### config.mk
export PLATFORM = sky130hd
export DESIGN_NAME = sfd_top
export DESIGN_NICKNAME = d
export VERILOG_FILES = /design/src/rtl/sfd_pkg.sv /design/src/rtl/sfd_persist.sv /design/src/rtl/sfd_top.sv
export SDC_FILE = /design/constraint.sdc
export NUM_CORES = 1
export LEC_CHECK = 0
export BUFFER_PORTS_ARGS = -buffer_cell sky130_fd_sc_hd__buf_4
export CAP_MARGIN = 20
export CORE_MARGIN = 2
export CORE_UTILIZATION = 57
export DETAILED_ROUTE_END_ITERATION = 8
export PLACE_DENSITY = 0.8
export RECOVER_POWER = 50
export SLEW_MARGIN = 20
export SYNTH_ARGS = -nofsm -noshare
export SYNTH_HDL_FRONTEND = slang
export SYNTH_HIERARCHICAL = 1
export SYNTH_SLANG_ARGS = --single-unit
### constraint.sdc
create_clock -name ref_clk -period 2.2 [get_ports ref_clk]
set_input_delay 0 -clock ref_clk [delete_from_list [all_inputs] [get_ports ref_clk]]
set_output_delay 0 -clock ref_clk [all_outputs]
set_load 0.05 [all_outputs]
### src/rtl/sfd_pkg.sv
// Purpose: shared constants and carriers for the fail/degrade indication block
// Assumes: one equipment clock, synchronous active-high reset
// Notes:   widths are defaults; the top module takes the data width as a parameter, SFD_CNT_W is used directly
package sfd_pkg;

    localparam int SFD_DATA_W      = 8;
    localparam int SFD_CNT_W       = 16;
    localparam int SFD_PERSIST     = 3;    // f1 persistency, cycles
    localparam int SFD_SECOND_NS   = 1000000000;
    localparam int SFD_CLK_NS      = 10;
    localparam int SFD_SECOND_CYC  = SFD_SECOND_NS / SFD_CLK_NS;

    typedef enum logic [1:0] {
        SFD_SEV_NONE,
        SFD_SEV_DEFERRED,
        SFD_SEV_PROMPT
    } sfd_sev_e;

    // anomalies seen by one atomic function in one cycle
    typedef struct packed {
        logic los;
        logic lof;
        logic ais_in;
        logic tim;
        logic deg;
        logic errored_blk;
        logic far_errored_blk;
        logic far_defect;
    } sfd_anom_s;

    // correlated fault causes toward equipment fault management
    typedef struct packed {
        logic loss_cause;
        logic align_cause;
        logic ais_cause;
        logic trace_mismatch_cause;
        logic degrade_cause;
    } sfd_cause_s;

    // per-second performance outputs toward equipment monitoring
    typedef struct packed {
        logic [SFD_CNT_W-1:0] near_errored_block_count;
        logic [SFD_CNT_W-1:0] far_errored_block_count;
        logic                 near_defect_second;
        logic                 far_defect_second;
        logic                 valid;
    } sfd_perf_s;

endpackage : sfd_pkg

### src/rtl/sfd_persist.sv
// Purpose: persistency filter turning an anomaly level into a defect
// Assumes: anomaly sampled once per clock
// Notes:   defect sets after LEN steady cycles, clears after LEN clean ones
`timescale 1ns/1ps
module sfd_persist
    import sfd_pkg::*;
#(
    parameter int LEN = SFD_PERSIST
) (
    // clock and reset
    input  wire logic ref_clk,
    input  wire logic rst,
    // filter
    input  wire logic anomaly,
    output logic      defect
);

    logic [7:0] cnt_r;

    always_ff @(posedge ref_clk) begin
        if (rst) begin
            cnt_r  <= 8'h00;
            defect <= 1'b0;
        end else if (anomaly == defect) begin
            cnt_r <= 8'h00;
        end else if (cnt_r == 8'(LEN - 1)) begin
            cnt_r  <= 8'h00;
            defect <= anomaly;
        end else begin
            cnt_r <= cnt_r + 8'h01;
        end
    end

endmodule // sfd_persist

### src/rtl/sfd_top.sv
// Purpose: fail/degrade indication generation for adaptation and trail sinks
// Assumes: all inputs synchronous to ref_clk; protection selector outside
// Notes:   supervision filters f1, f2, f3, f11/f12, f21/f22 in one block
// Operation
// - adaptation sink fail raises server fail, all-ones
// - server fail becomes protection fail condition
// - trail fail with all-ones, protection sees fail
// - trail degrade routed to protection degrade and to server degrade
// - server degrade relays trail degrade in protection
// - all-ones protected output gives prompt alarm
// - single path fault with traffic is deferred
// - defect integration, consequent actions, fault correlation
// - near/far errored blocks and defect seconds
// - causes to fault management, counts to monitoring
// - all-ones inserted only on locally detected defects
`timescale 1ns/1ps
module sfd_top
    import sfd_pkg::*;
#(
    parameter int DATA_W     = SFD_DATA_W,
    parameter int SECOND_CYC = SFD_SECOND_CYC,
    parameter bit PROT_SUBLAYER = 1'b1
) (
    // clock and reset
    input  wire logic              ref_clk,
    input  wire logic              rst,
    // adaptation sink side
    input  sfd_anom_s              adapt_anom,
    input  wire logic [DATA_W-1:0] adapt_data_in,
    output logic [DATA_W-1:0]      adapt_data_out,
    output logic                   server_fail_ind,
    output logic                   server_degrade_ind,
    // trail termination sink side
    input  sfd_anom_s              trail_anom,
    input  wire logic [DATA_W-1:0] trail_data_in,
    input  wire logic              trace_check_en,
    output logic [DATA_W-1:0]      trail_data_out,
    output logic                   trail_fail_ind,
    output logic                   trail_degrade_ind,
    // protection connection side
    input  wire logic              work_fail_in,
    input  wire logic              prot_fail_in,
    input  wire logic              work_degrade_in,
    input  wire logic              prot_degrade_in,
    input  wire logic [DATA_W-1:0] protected_data,
    output logic [1:0]             protect_fail_cond,
    output logic [1:0]             protect_degrade_cond,
    // alarm severity and supervision outputs
    output sfd_sev_e               alarm_sev,
    output logic                   protection_failed,
    output sfd_cause_s             fault_cause,
    output sfd_perf_s              perf_out
);

    localparam logic [DATA_W-1:0] ALL_ONES = '1;

    // f1: anomalies integrated into defects
    logic a_los_d, a_lof_d, a_ais_d;
    logic t_los_d, t_ais_d, t_tim_d, t_deg_d;
    sfd_persist u_a_los (.ref_clk(ref_clk), .rst(rst), .anomaly(adapt_anom.los),
                         .defect(a_los_d));
    sfd_persist u_a_lof (.ref_clk(ref_clk), .rst(rst), .anomaly(adapt_anom.lof),
                         .defect(a_lof_d));
    sfd_persist u_a_ais (.ref_clk(ref_clk), .rst(rst),
                         .anomaly(adapt_anom.ais_in), .defect(a_ais_d));
    sfd_persist u_t_los (.ref_clk(ref_clk), .rst(rst), .anomaly(trail_anom.los),
                         .defect(t_los_d));
    sfd_persist u_t_ais (.ref_clk(ref_clk), .rst(rst),
                         .anomaly(trail_anom.ais_in), .defect(t_ais_d));
    sfd_persist u_t_tim (.ref_clk(ref_clk), .rst(rst), .anomaly(trail_anom.tim),
                         .defect(t_tim_d));
    sfd_persist u_t_deg (.ref_clk(ref_clk), .rst(rst), .anomaly(trail_anom.deg),
                         .defect(t_deg_d));

    // f2: consequent actions, local defects only
    logic adapt_fail, trail_fail, tim_act, trail_deg;
    always_comb begin
        adapt_fail = a_los_d | a_lof_d | a_ais_d;
        tim_act    = t_tim_d & trace_check_en & ~server_fail_ind;
        trail_fail = t_los_d | t_ais_d | tim_act;
        trail_deg  = t_deg_d & ~trail_fail;
    end

    always_ff @(posedge ref_clk) begin
        if (rst) begin
            server_fail_ind <= 1'b0;
            adapt_data_out  <= '0;
        end else begin
            server_fail_ind <= adapt_fail;
            adapt_data_out  <= adapt_fail ? ALL_ONES : adapt_data_in;
        end
    end

    always_ff @(posedge ref_clk) begin
        if (rst) begin
            trail_fail_ind    <= 1'b0;
            trail_degrade_ind <= 1'b0;
            trail_data_out    <= '0;
        end else begin
            trail_fail_ind    <= trail_fail;
            trail_degrade_ind <= trail_deg;
            trail_data_out    <= trail_fail ? ALL_ONES : trail_data_in;
        end
    end

    // relay of trail degrade through a protection sublayer adaptation sink
    always_ff @(posedge ref_clk) begin
        if (rst) begin
            server_degrade_ind <= 1'b0;
        end else begin
            server_degrade_ind <= PROT_SUBLAYER & trail_degrade_ind;
        end
    end

    // protection connection inputs: index 0 working, 1 protection
    always_ff @(posedge ref_clk) begin
        if (rst) begin
            protect_fail_cond    <= 2'h0;
            protect_degrade_cond <= 2'h0;
        end else begin
            protect_fail_cond    <= {prot_fail_in, work_fail_in};
            protect_degrade_cond <= {prot_degrade_in, work_degrade_in};
        end
    end

    // alarm severity of the protected signal
    logic out_ais, single_fault;
    always_comb begin
        out_ais      = (protected_data == ALL_ONES);
        single_fault = work_fail_in ^ prot_fail_in;
    end

    always_ff @(posedge ref_clk) begin
        if (rst) begin
            alarm_sev         <= SFD_SEV_NONE;
            protection_failed <= 1'b0;
        end else begin
            protection_failed <= out_ais;
            if (out_ais) begin
                alarm_sev <= SFD_SEV_PROMPT;
            end else if (single_fault) begin
                alarm_sev <= SFD_SEV_DEFERRED;
            end else begin
                alarm_sev <= SFD_SEV_NONE;
            end
        end
    end

    // f3: correlation into five fault cause bits, more than one of which can be set
    always_ff @(posedge ref_clk) begin
        if (rst) begin
            fault_cause <= '0;
        end else begin
            fault_cause.loss_cause           <= a_los_d | t_los_d;
            fault_cause.align_cause          <= a_lof_d & ~a_los_d;
            fault_cause.ais_cause            <= (a_ais_d | t_ais_d) & ~a_los_d
                                                & ~t_los_d & ~a_lof_d;
            fault_cause.trace_mismatch_cause <= tim_act & ~t_los_d & ~t_ais_d;
            fault_cause.degrade_cause        <= trail_deg;
        end
    end

    // f11/f12/f21/f22: per-second performance
    logic [31:0]          sec_cnt_r;
    logic [SFD_CNT_W-1:0] near_ebc_r, far_ebc_r;
    logic [SFD_CNT_W-1:0] near_ebc_nxt, far_ebc_nxt;
    logic                 near_ds_r, far_ds_r, sec_end;
    logic                 near_ds_nxt, far_ds_nxt;
    logic                 near_err;
    always_comb begin
        sec_end  = (sec_cnt_r == 32'(SECOND_CYC - 1));
        near_err = trail_anom.errored_blk & ~server_fail_ind;
    end

    // includes this cycle, so the last cycle of a second still counts
    always_comb begin
        near_ebc_nxt = near_ebc_r;
        far_ebc_nxt  = far_ebc_r;
        if (near_err && near_ebc_r != '1) begin
            near_ebc_nxt = near_ebc_r + SFD_CNT_W'(1);
        end
        if (trail_anom.far_errored_blk && far_ebc_r != '1) begin
            far_ebc_nxt = far_ebc_r + SFD_CNT_W'(1);
        end
        near_ds_nxt = near_ds_r | trail_fail | adapt_fail;
        far_ds_nxt  = far_ds_r | trail_anom.far_defect;
    end

    always_ff @(posedge ref_clk) begin
        if (rst) begin
            sec_cnt_r <= 32'h0000_0000;
        end else if (sec_end) begin
            sec_cnt_r <= 32'h0000_0000;
        end else begin
            sec_cnt_r <= sec_cnt_r + 32'h0000_0001;
        end
    end

    always_ff @(posedge ref_clk) begin
        if (rst || sec_end) begin
            near_ebc_r <= '0;
            far_ebc_r  <= '0;
            near_ds_r  <= 1'b0;
            far_ds_r   <= 1'b0;
        end else begin
            near_ebc_r <= near_ebc_nxt;
            far_ebc_r  <= far_ebc_nxt;
            near_ds_r  <= near_ds_nxt;
            far_ds_r   <= far_ds_nxt;
        end
    end

    always_ff @(posedge ref_clk) begin
        if (rst) begin
            perf_out <= '0;
        end else if (sec_end) begin
            perf_out.near_errored_block_count <= near_ebc_nxt;
            perf_out.far_errored_block_count  <= far_ebc_nxt;
            perf_out.near_defect_second       <= near_ds_nxt;
            perf_out.far_defect_second        <= far_ds_nxt;
            perf_out.valid                    <= 1'b1;
        end else begin
            perf_out.valid <= 1'b0;
        end
    end

endmodule // sfd_top

==> summary.md, run 1 <==
| Metric | Value |
|---|---|
| Vias in the first global route | between 6000 and 7000 |
| Post-CTS setup buffers | 0 |
| Commonest cells in the netlist | 194 x dfxtp_1, 128 x nor2_1, 55 x xor2_1 |
| TritonCTS clock tree | done |
| Worst Reg2Reg Path Length in Cells | 7 |
| Via count | 6447 |
| Drt first pass iters | 5 |
| Critical path's slowest cell | dfxtp_1 |
| Crit-path leading delay family | simple AND/OR/NAND/NOR gates |
| Syn avg cell area | 9.36 µm² |
| Worst hold path class | input pin to register |
| Ys flop type | dfxtp_1 |
| Diodes inserted | 0 |
| Crit-path max FO | 36 |
| Starting DRC count in detailed routing | about 370 |
| Leakage | 3.67 nW |
| Setup tns final | 0 ps |
| Initial Util | 0.587 |
| Worst setup EP type | register |
| WL/cell | 14.4 µm |
| Rows | 42 |
| Power Density | ~780 nW/µm² |
| Synth Register Bits | 194 |
| Final setup vio count | 0 |
| Die ar. | 14700 µm² |
| Port Buffers | ~110 |
| Clock sinks | 194 |
| WS Path Type | register to register |
| Post-route ant nets | 0 |
| Status | complete, no violations |
| Cell variety after synth | 45 |
| Worst-Skew Late Latency | ~430 ps |
| Placed inst area | 8800 µm² |
| Max stage delay on crit path | 370 ps |
| End of the worst register-to-register path | near_ebc_r[13] |
| Most common cell in the netlist | dfxtp_1 |
| Detailed Place HPWL | between 10000 and 15000 µm |
| RSZ-0062 raised after global routing | no |
| Worst Max-Slew Pin Slew | 662 ps |
| I/O pins | 114 |
| CTS buffer count | 17 |
| Post-Syn Area | 7830 µm² |
| Clock-pin slew on the worst setup and hold paths | 70 ps |
| Post-synth EDFFs | 0 |
| Routability Congestion | 0.812 |
| CTS root buf | clkbuf_16 |
| Design area | 9560 µm² |
| Die Y | 121 µm |
| CP Cell Sequence | ha_1, and4_1, nand3_1, nor4_2, or2_4, buf_12, nor2_1 |
| Syn nets | 900 |
| Arr. time, crit path | 2350 ps |
| Critical Path Start | sec_cnt_r[0] |
| CTS max path bufs | 2 |
| Leading area contributor after synthesis | dfxtp_1 |
| Sequential share of the synthesized area | 0.496 |
| Gr ovfl total | 0 |
| Post-route minimum period | 2040 ps |
| R2R Setup Slk | around 160 ps |
| First-pass GRT wire length | 28300 µm |
| Ys async rst share | 0 |
| Antenna violations before repair | 0 |
| Fmax | 0.491 GHz |
| Synth top area cells | dfxtp_1 50%, xor2_1 6.2%, nor2_1 6.1% |
| WL final | between 15000 and 20000 µm |
| Core area | 13300 µm² |
| Via density | between 5 and 6 |
| Crit path capture | near_ebc_r[13] |
| Nets | 1053 |
| Global-route usage over all layers | 0.241 |
| Largest net degree at the start of global routing | 37 |
| Yosys warnings | 6 |
| CTS H-tree lvls | 4 |
| Slew margin rel. | 0.561 |
| Synth-to-layout area growth | 22.1% |
| Worst hold slack | between 50 and 60 ps |
| Maximum VDD drop | 0.621 mV |
| Fin crit share | 0.926 |
| Worst path bufs/invs | 1 |
| Startpoint types | register |
| Fin. Hold Viols | 0 |
| Setup Skew | 6.24 ps |
| Share of cells above drive strength 1 | 0.0958 |
| Pins Over Slew Limit | 0 |
| Mapped Cells | about 840 |
| Critical path depth in cells | 7 |
| DR DRC count | 0 |
| Max cap viols | 0 |
| Post-synth top area share | 0.496 |
| FF-to-FF Start | sec_cnt_r[0] |
| CP required | 2510 ps |
| Die W | 121 µm |
-- tightest hold or removal path, cell delays in order --
cell	delay [ps]
buf_4	110
nand2_1	100
nor2_1	90
nor4b_1	140
-- per-layer routing --
metal	part of all wire	routed length [µm]	global-route usage	vias up
met3	0.044	750	0.0592	30
met4	0.019	327	0.0948	0
met1	0.44	7500	0.289	3032
met2	0.49	8400	0.413	157
met5	0	0	0	-
li1	-	-	-	3228
-- cell families (layout without fill, tap and decap cells) --
group,Yosys count,count (layout),synth area share
XOR/XNOR,78,78,0.0873
adder cells (fa/ha/maj),17,17,0.0272
AO/OA/AOI/OAI,125,125,0.106
multiplexers,4,4,0.00511
buffers and inverters,58,224,0.0361
flip-flops,194,194,0.496
AND/OR/NAND/NOR,360,360,0.242
-- registers in the layout, indices dropped and copies added, names as in the netlist, 2 cells and up --
name                  count
adapt_data_out            8
alarm_sev                 2
far_ebc_r                16
fault_cause               5
near_ebc_r               16
perf_out                 35
protect_degrade_cond      2
protect_fail_cond         2
sec_cnt_r                32
trail_data_out            8
u_a_ais/cnt_r             8
u_a_lof/cnt_r             8
u_a_los/cnt_r             8
u_t_ais/cnt_r             8
u_t_deg/cnt_r             8
u_t_los/cnt_r             8
u_t_tim/cnt_r             8
-- report_power, final --
part	switching, mW	internal (mW)
Sequential	0.0466	3.58
Combinational	0.303	0.188
Clock	1.31	2.08
-- cell usage in the layout, fill, tap and decap left out, types with 35 or more instances in the layout --
| cell type | synthesis | final |
|---|---|---|
| clkbuf_1 | 9 | 69 |
| a21oi_1 | 38 | 38 |
| nor2_1 | 128 | 127 |
| dfxtp_1 | 194 | 194 |
| or3_1 | 39 | 39 |
| nand2_1 | 35 | 35 |
| buf_4 | 3 | 49 |
| dlygate4sd3_1 | 0 | 40 |
| o21ai_0 | 37 | 37 |
| nand3_1 | 51 | 51 |
| xor2_1 | 55 | 55 |
-- repair_timing --
item	CTS	global route
setup endpoints to repair	0	12
hold buffers	40	0
endpoints found under the hold margin	96	0
resized for setup	0	2
-- how the worst min path moves through the flow --
stage,start,end,cells after the start
after floorplan,rst,u_a_ais/defect,1
after global placement,trail_data_in[4],trail_data_out[4],3
after detailed placement,trail_data_in[2],trail_data_out[2],3
after CTS,trace_check_en,fault_cause[1],4
final,trace_check_en,fault_cause[1],4
after global routing,trace_check_en,fault_cause[1],4
-- through the flow --
step	std cells	worst slack [ps]	utilization	power, mW
after floorplan	836	433	-	4.00
after global placement	1106	205	0.659	4.15
after detailed placement	1106	151	0.659	4.16
after CTS	1178	121	0.738	7.60
after global routing	1178	42.0	0.716	7.77
final	1178	162	0.716	7.50
-- layout make-up --
type	instances	area, µm²
multi-input combinational	584	3620
inverter	33	124
clock buffer	19	453
timing repair buffer	159	1050
tap	176	220
sequential	194	3880
fill	1059	3790
clock inverter	13	204
No activity file was read; power rests on OpenSTA's default activity.
==> inputs of run 2 (changes only) <==
--- a/config.mk
+++ b/config.mk
@@ -12,6 +12,7 @@
 export DETAILED_ROUTE_END_ITERATION = 8
 export PLACE_DENSITY = 0.8
 export RECOVER_POWER = 50
+export REMOVE_ABC_BUFFERS = 1
 export SLEW_MARGIN = 20
 export SYNTH_ARGS = -nofsm -noshare
 export SYNTH_HDL_FRONTEND = slang
==> summary.md, run 2 (synthesized netlist as in run 1, its figures left out) <==
| Metric | Value |
|---|---|
| Final setup vio count | 0 (unchanged) |
| Slew margin rel. | 0.391 (-0.170) |
| Placed inst area | 8830 µm² (+0.34%) |
| Share of cells above drive strength 1 | 0.0942 (-0.00162) |
| I/O pins | 114 (unchanged) |
| Worst hold stages | 4 (unchanged) |
| Fin. Hold Viols | 0 (unchanged) |
| Worst hold slack | 49.7 ps (-6.73 ps) |
| Status | complete, no violations |
| Via count | 6424 (-0.36%) |
| Pwr Total | 7.21 mW (-3.8%) |
| Hold wc startpoint | trace_check_en |
| Largest register FFs | 35 (unchanged) |
| First-pass GRT wire length | 28300 µm (about the same) |
| Worst hold path class | input pin to register |
| Core area | 13300 µm² (unchanged) |
| Clock sinks | 194 (unchanged) |
| Die Y | 121 µm (unchanged) |
| Largest regs | perf_out: 35 flops, sec_cnt_r: 32 flops |
| Min-Delay Endpoint | fault_cause[1] |
| Via density | 5.47 (about the same) |
| Post-route minimum period | 2020 ps (-14.5 ps) |
| Rows | 42 (unchanged) |
| Initial Util | 0.587 (unchanged) |
| RSZ-0062 raised after global routing | no |
| Port Buffers | 107 (unchanged) |
| TritonCTS clock tree | done |
| Maximum VDD drop | 0.506 mV (-19%) |
| Crit-path max FO | 9 (-75%) |
| Worst setup EP type | register |
| Max cap viols | 0 (unchanged) |
| Post-route ant nets | 0 (unchanged) |
| Top register by number of flip-flops | perf_out |
| Arr. time, crit path | 2350 ps (about the same) |
| Nets | 1049 (-0.38%) |
| FF/Latch Area | 3880 µm² (unchanged) |
| WS Path Type | register to register |
| Fin crit share | 0.920 (-0.00658) |
| CTS max path bufs | 2 (unchanged) |
| Worst Max-Slew Pin Slew | 914 ps (+252 ps) |
| CTS root buf | clkbuf_16 |
| Startpoint types | register |
| Pins Over Slew Limit | 0 (unchanged) |
| Power Density | 760 nW/µm² (-3.1%) |
| Die W | 121 µm (unchanged) |
| Design area | 9490 µm² (-0.73%) |
| CTS buffer count | 17 (unchanged) |
| Fmax | 0.494 GHz (+0.72%) |
| Global-route usage over all layers | 0.241 (+0.000746) |
| Synth-to-layout area growth | 21.2% |
| Gr ovfl total | 0 (unchanged) |
| Vias in the first global route | 6048 (-2.7%) |
| Clock-pin slew on the worst setup and hold paths | 70 ps (about the same) |
| Layout fillers | 1049 (-0.94%) |
| Setup Skew | 7.92 ps (+1.67 ps) |
| DR DRC count | 0 (unchanged) |
| Multi-input logic area | 3620 µm² (-0.10%) |
| CTS H-tree lvls | 4 (unchanged) |
| CP required | 2520 ps (about the same) |
| Diodes inserted | 0 (unchanged) |
| Starting DRC count in detailed routing | 428 (+15%) |
| Drt first pass iters | 6 (+1) |
| Worst Reg2Reg Path Length in Cells | 6 (-1) |
| Commonest cells after routing, fill and taps aside | 194 x dfxtp_1, 127 x nor2_1, 70 x clkbuf_1 |
| WL/cell | 14.9 µm (+3.4%) |
| Place WS | 214 ps (+62.9 ps) |
| End of the worst register-to-register path | perf_out[22] |
| FF-to-FF Start | near_ebc_r[0] |
| Antenna violations before repair | 0 (unchanged) |
| R2R Setup Slk | 180 ps (about the same) |
| Commonest non-fill, non-tap cell in the layout | dfxtp_1 |
| Routability Congestion | 0.794 (-2.2%) |
| Die ar. | 14700 µm² (unchanged) |
| Worst-Skew Late Latency | 430 ps (about the same) |
| Leakage | 3.62 nW (-1.3%) |
| Detailed Place HPWL | 11000 µm (+2.9%) |
| Post-CTS setup buffers | 0 (unchanged) |
| Largest net degree at the start of global routing | 41 (+11%) |
| WL final | 17500 µm (+3.1%) |
| Final worst slack | 177 ps (+14.5 ps) |
## run 2: worst max path at each step
stage	from	to	slack, ps	depth (start not counted)
CTS	near_ebc_r[0]	perf_out[22]	200	6
global route	sec_cnt_r[0]	sec_cnt_r[26]	10	7
finish	near_ebc_r[0]	perf_out[22]	180	6
global placement	sec_cnt_r[0]	near_ds_r	240	7
detailed placement	sec_cnt_r[0]	sec_cnt_r[22]	210	7
floorplan	sec_cnt_r[0]	far_ds_r	-330	6
## run 2: timing repair
action	in CTS	in global routing
hold endpoints to repair	78	0
gates resized for setup	0	0
hold buffers	37	0
## run 2: layer usage
layer	vias up	share of wire	GRT usage
li1	3220	-	-
met1	3026	0.45	0.303
met2	157	0.49	0.414
met3	21	0.045	0.0536
met4	0	0.013	0.0761
met5	-	0	0
## run 2: cell type report
type                       count  area share
sequential                   194       0.409
tap                          176      0.0232
clock buffer                  19      0.0467
multi-input combinational    584       0.382
clock inverter                13      0.0158
inverter                      33      0.0131
timing repair buffer         155       0.110
## run 2: where the power goes
part	total [mW]	switching (mW)	internal, mW
Combinational	0.501	0.317	0.184
Clock	3.09	1.36	1.73
Sequential	3.63	0.0465	3.58
## run 2: worst max-delay path, stage by stage (launching register included)
cell and delay, ps:
dfxtp_1 400, ha_1 250, nand4_1 180, o41a_1 610
nand4_1 170, xor2_1 230, o2bb2ai_1 80
## run 2: stage by stage
step           std cells  setup TNS, ps   util
6_report            1174              0  0.711
3_5_place_dp        1105              0  0.661
5_1_grt             1174              0  0.711
3_3_place_gp        1105              0  0.661
2_1_floorplan        811         -25170      -
4_1_cts             1174              0  0.734
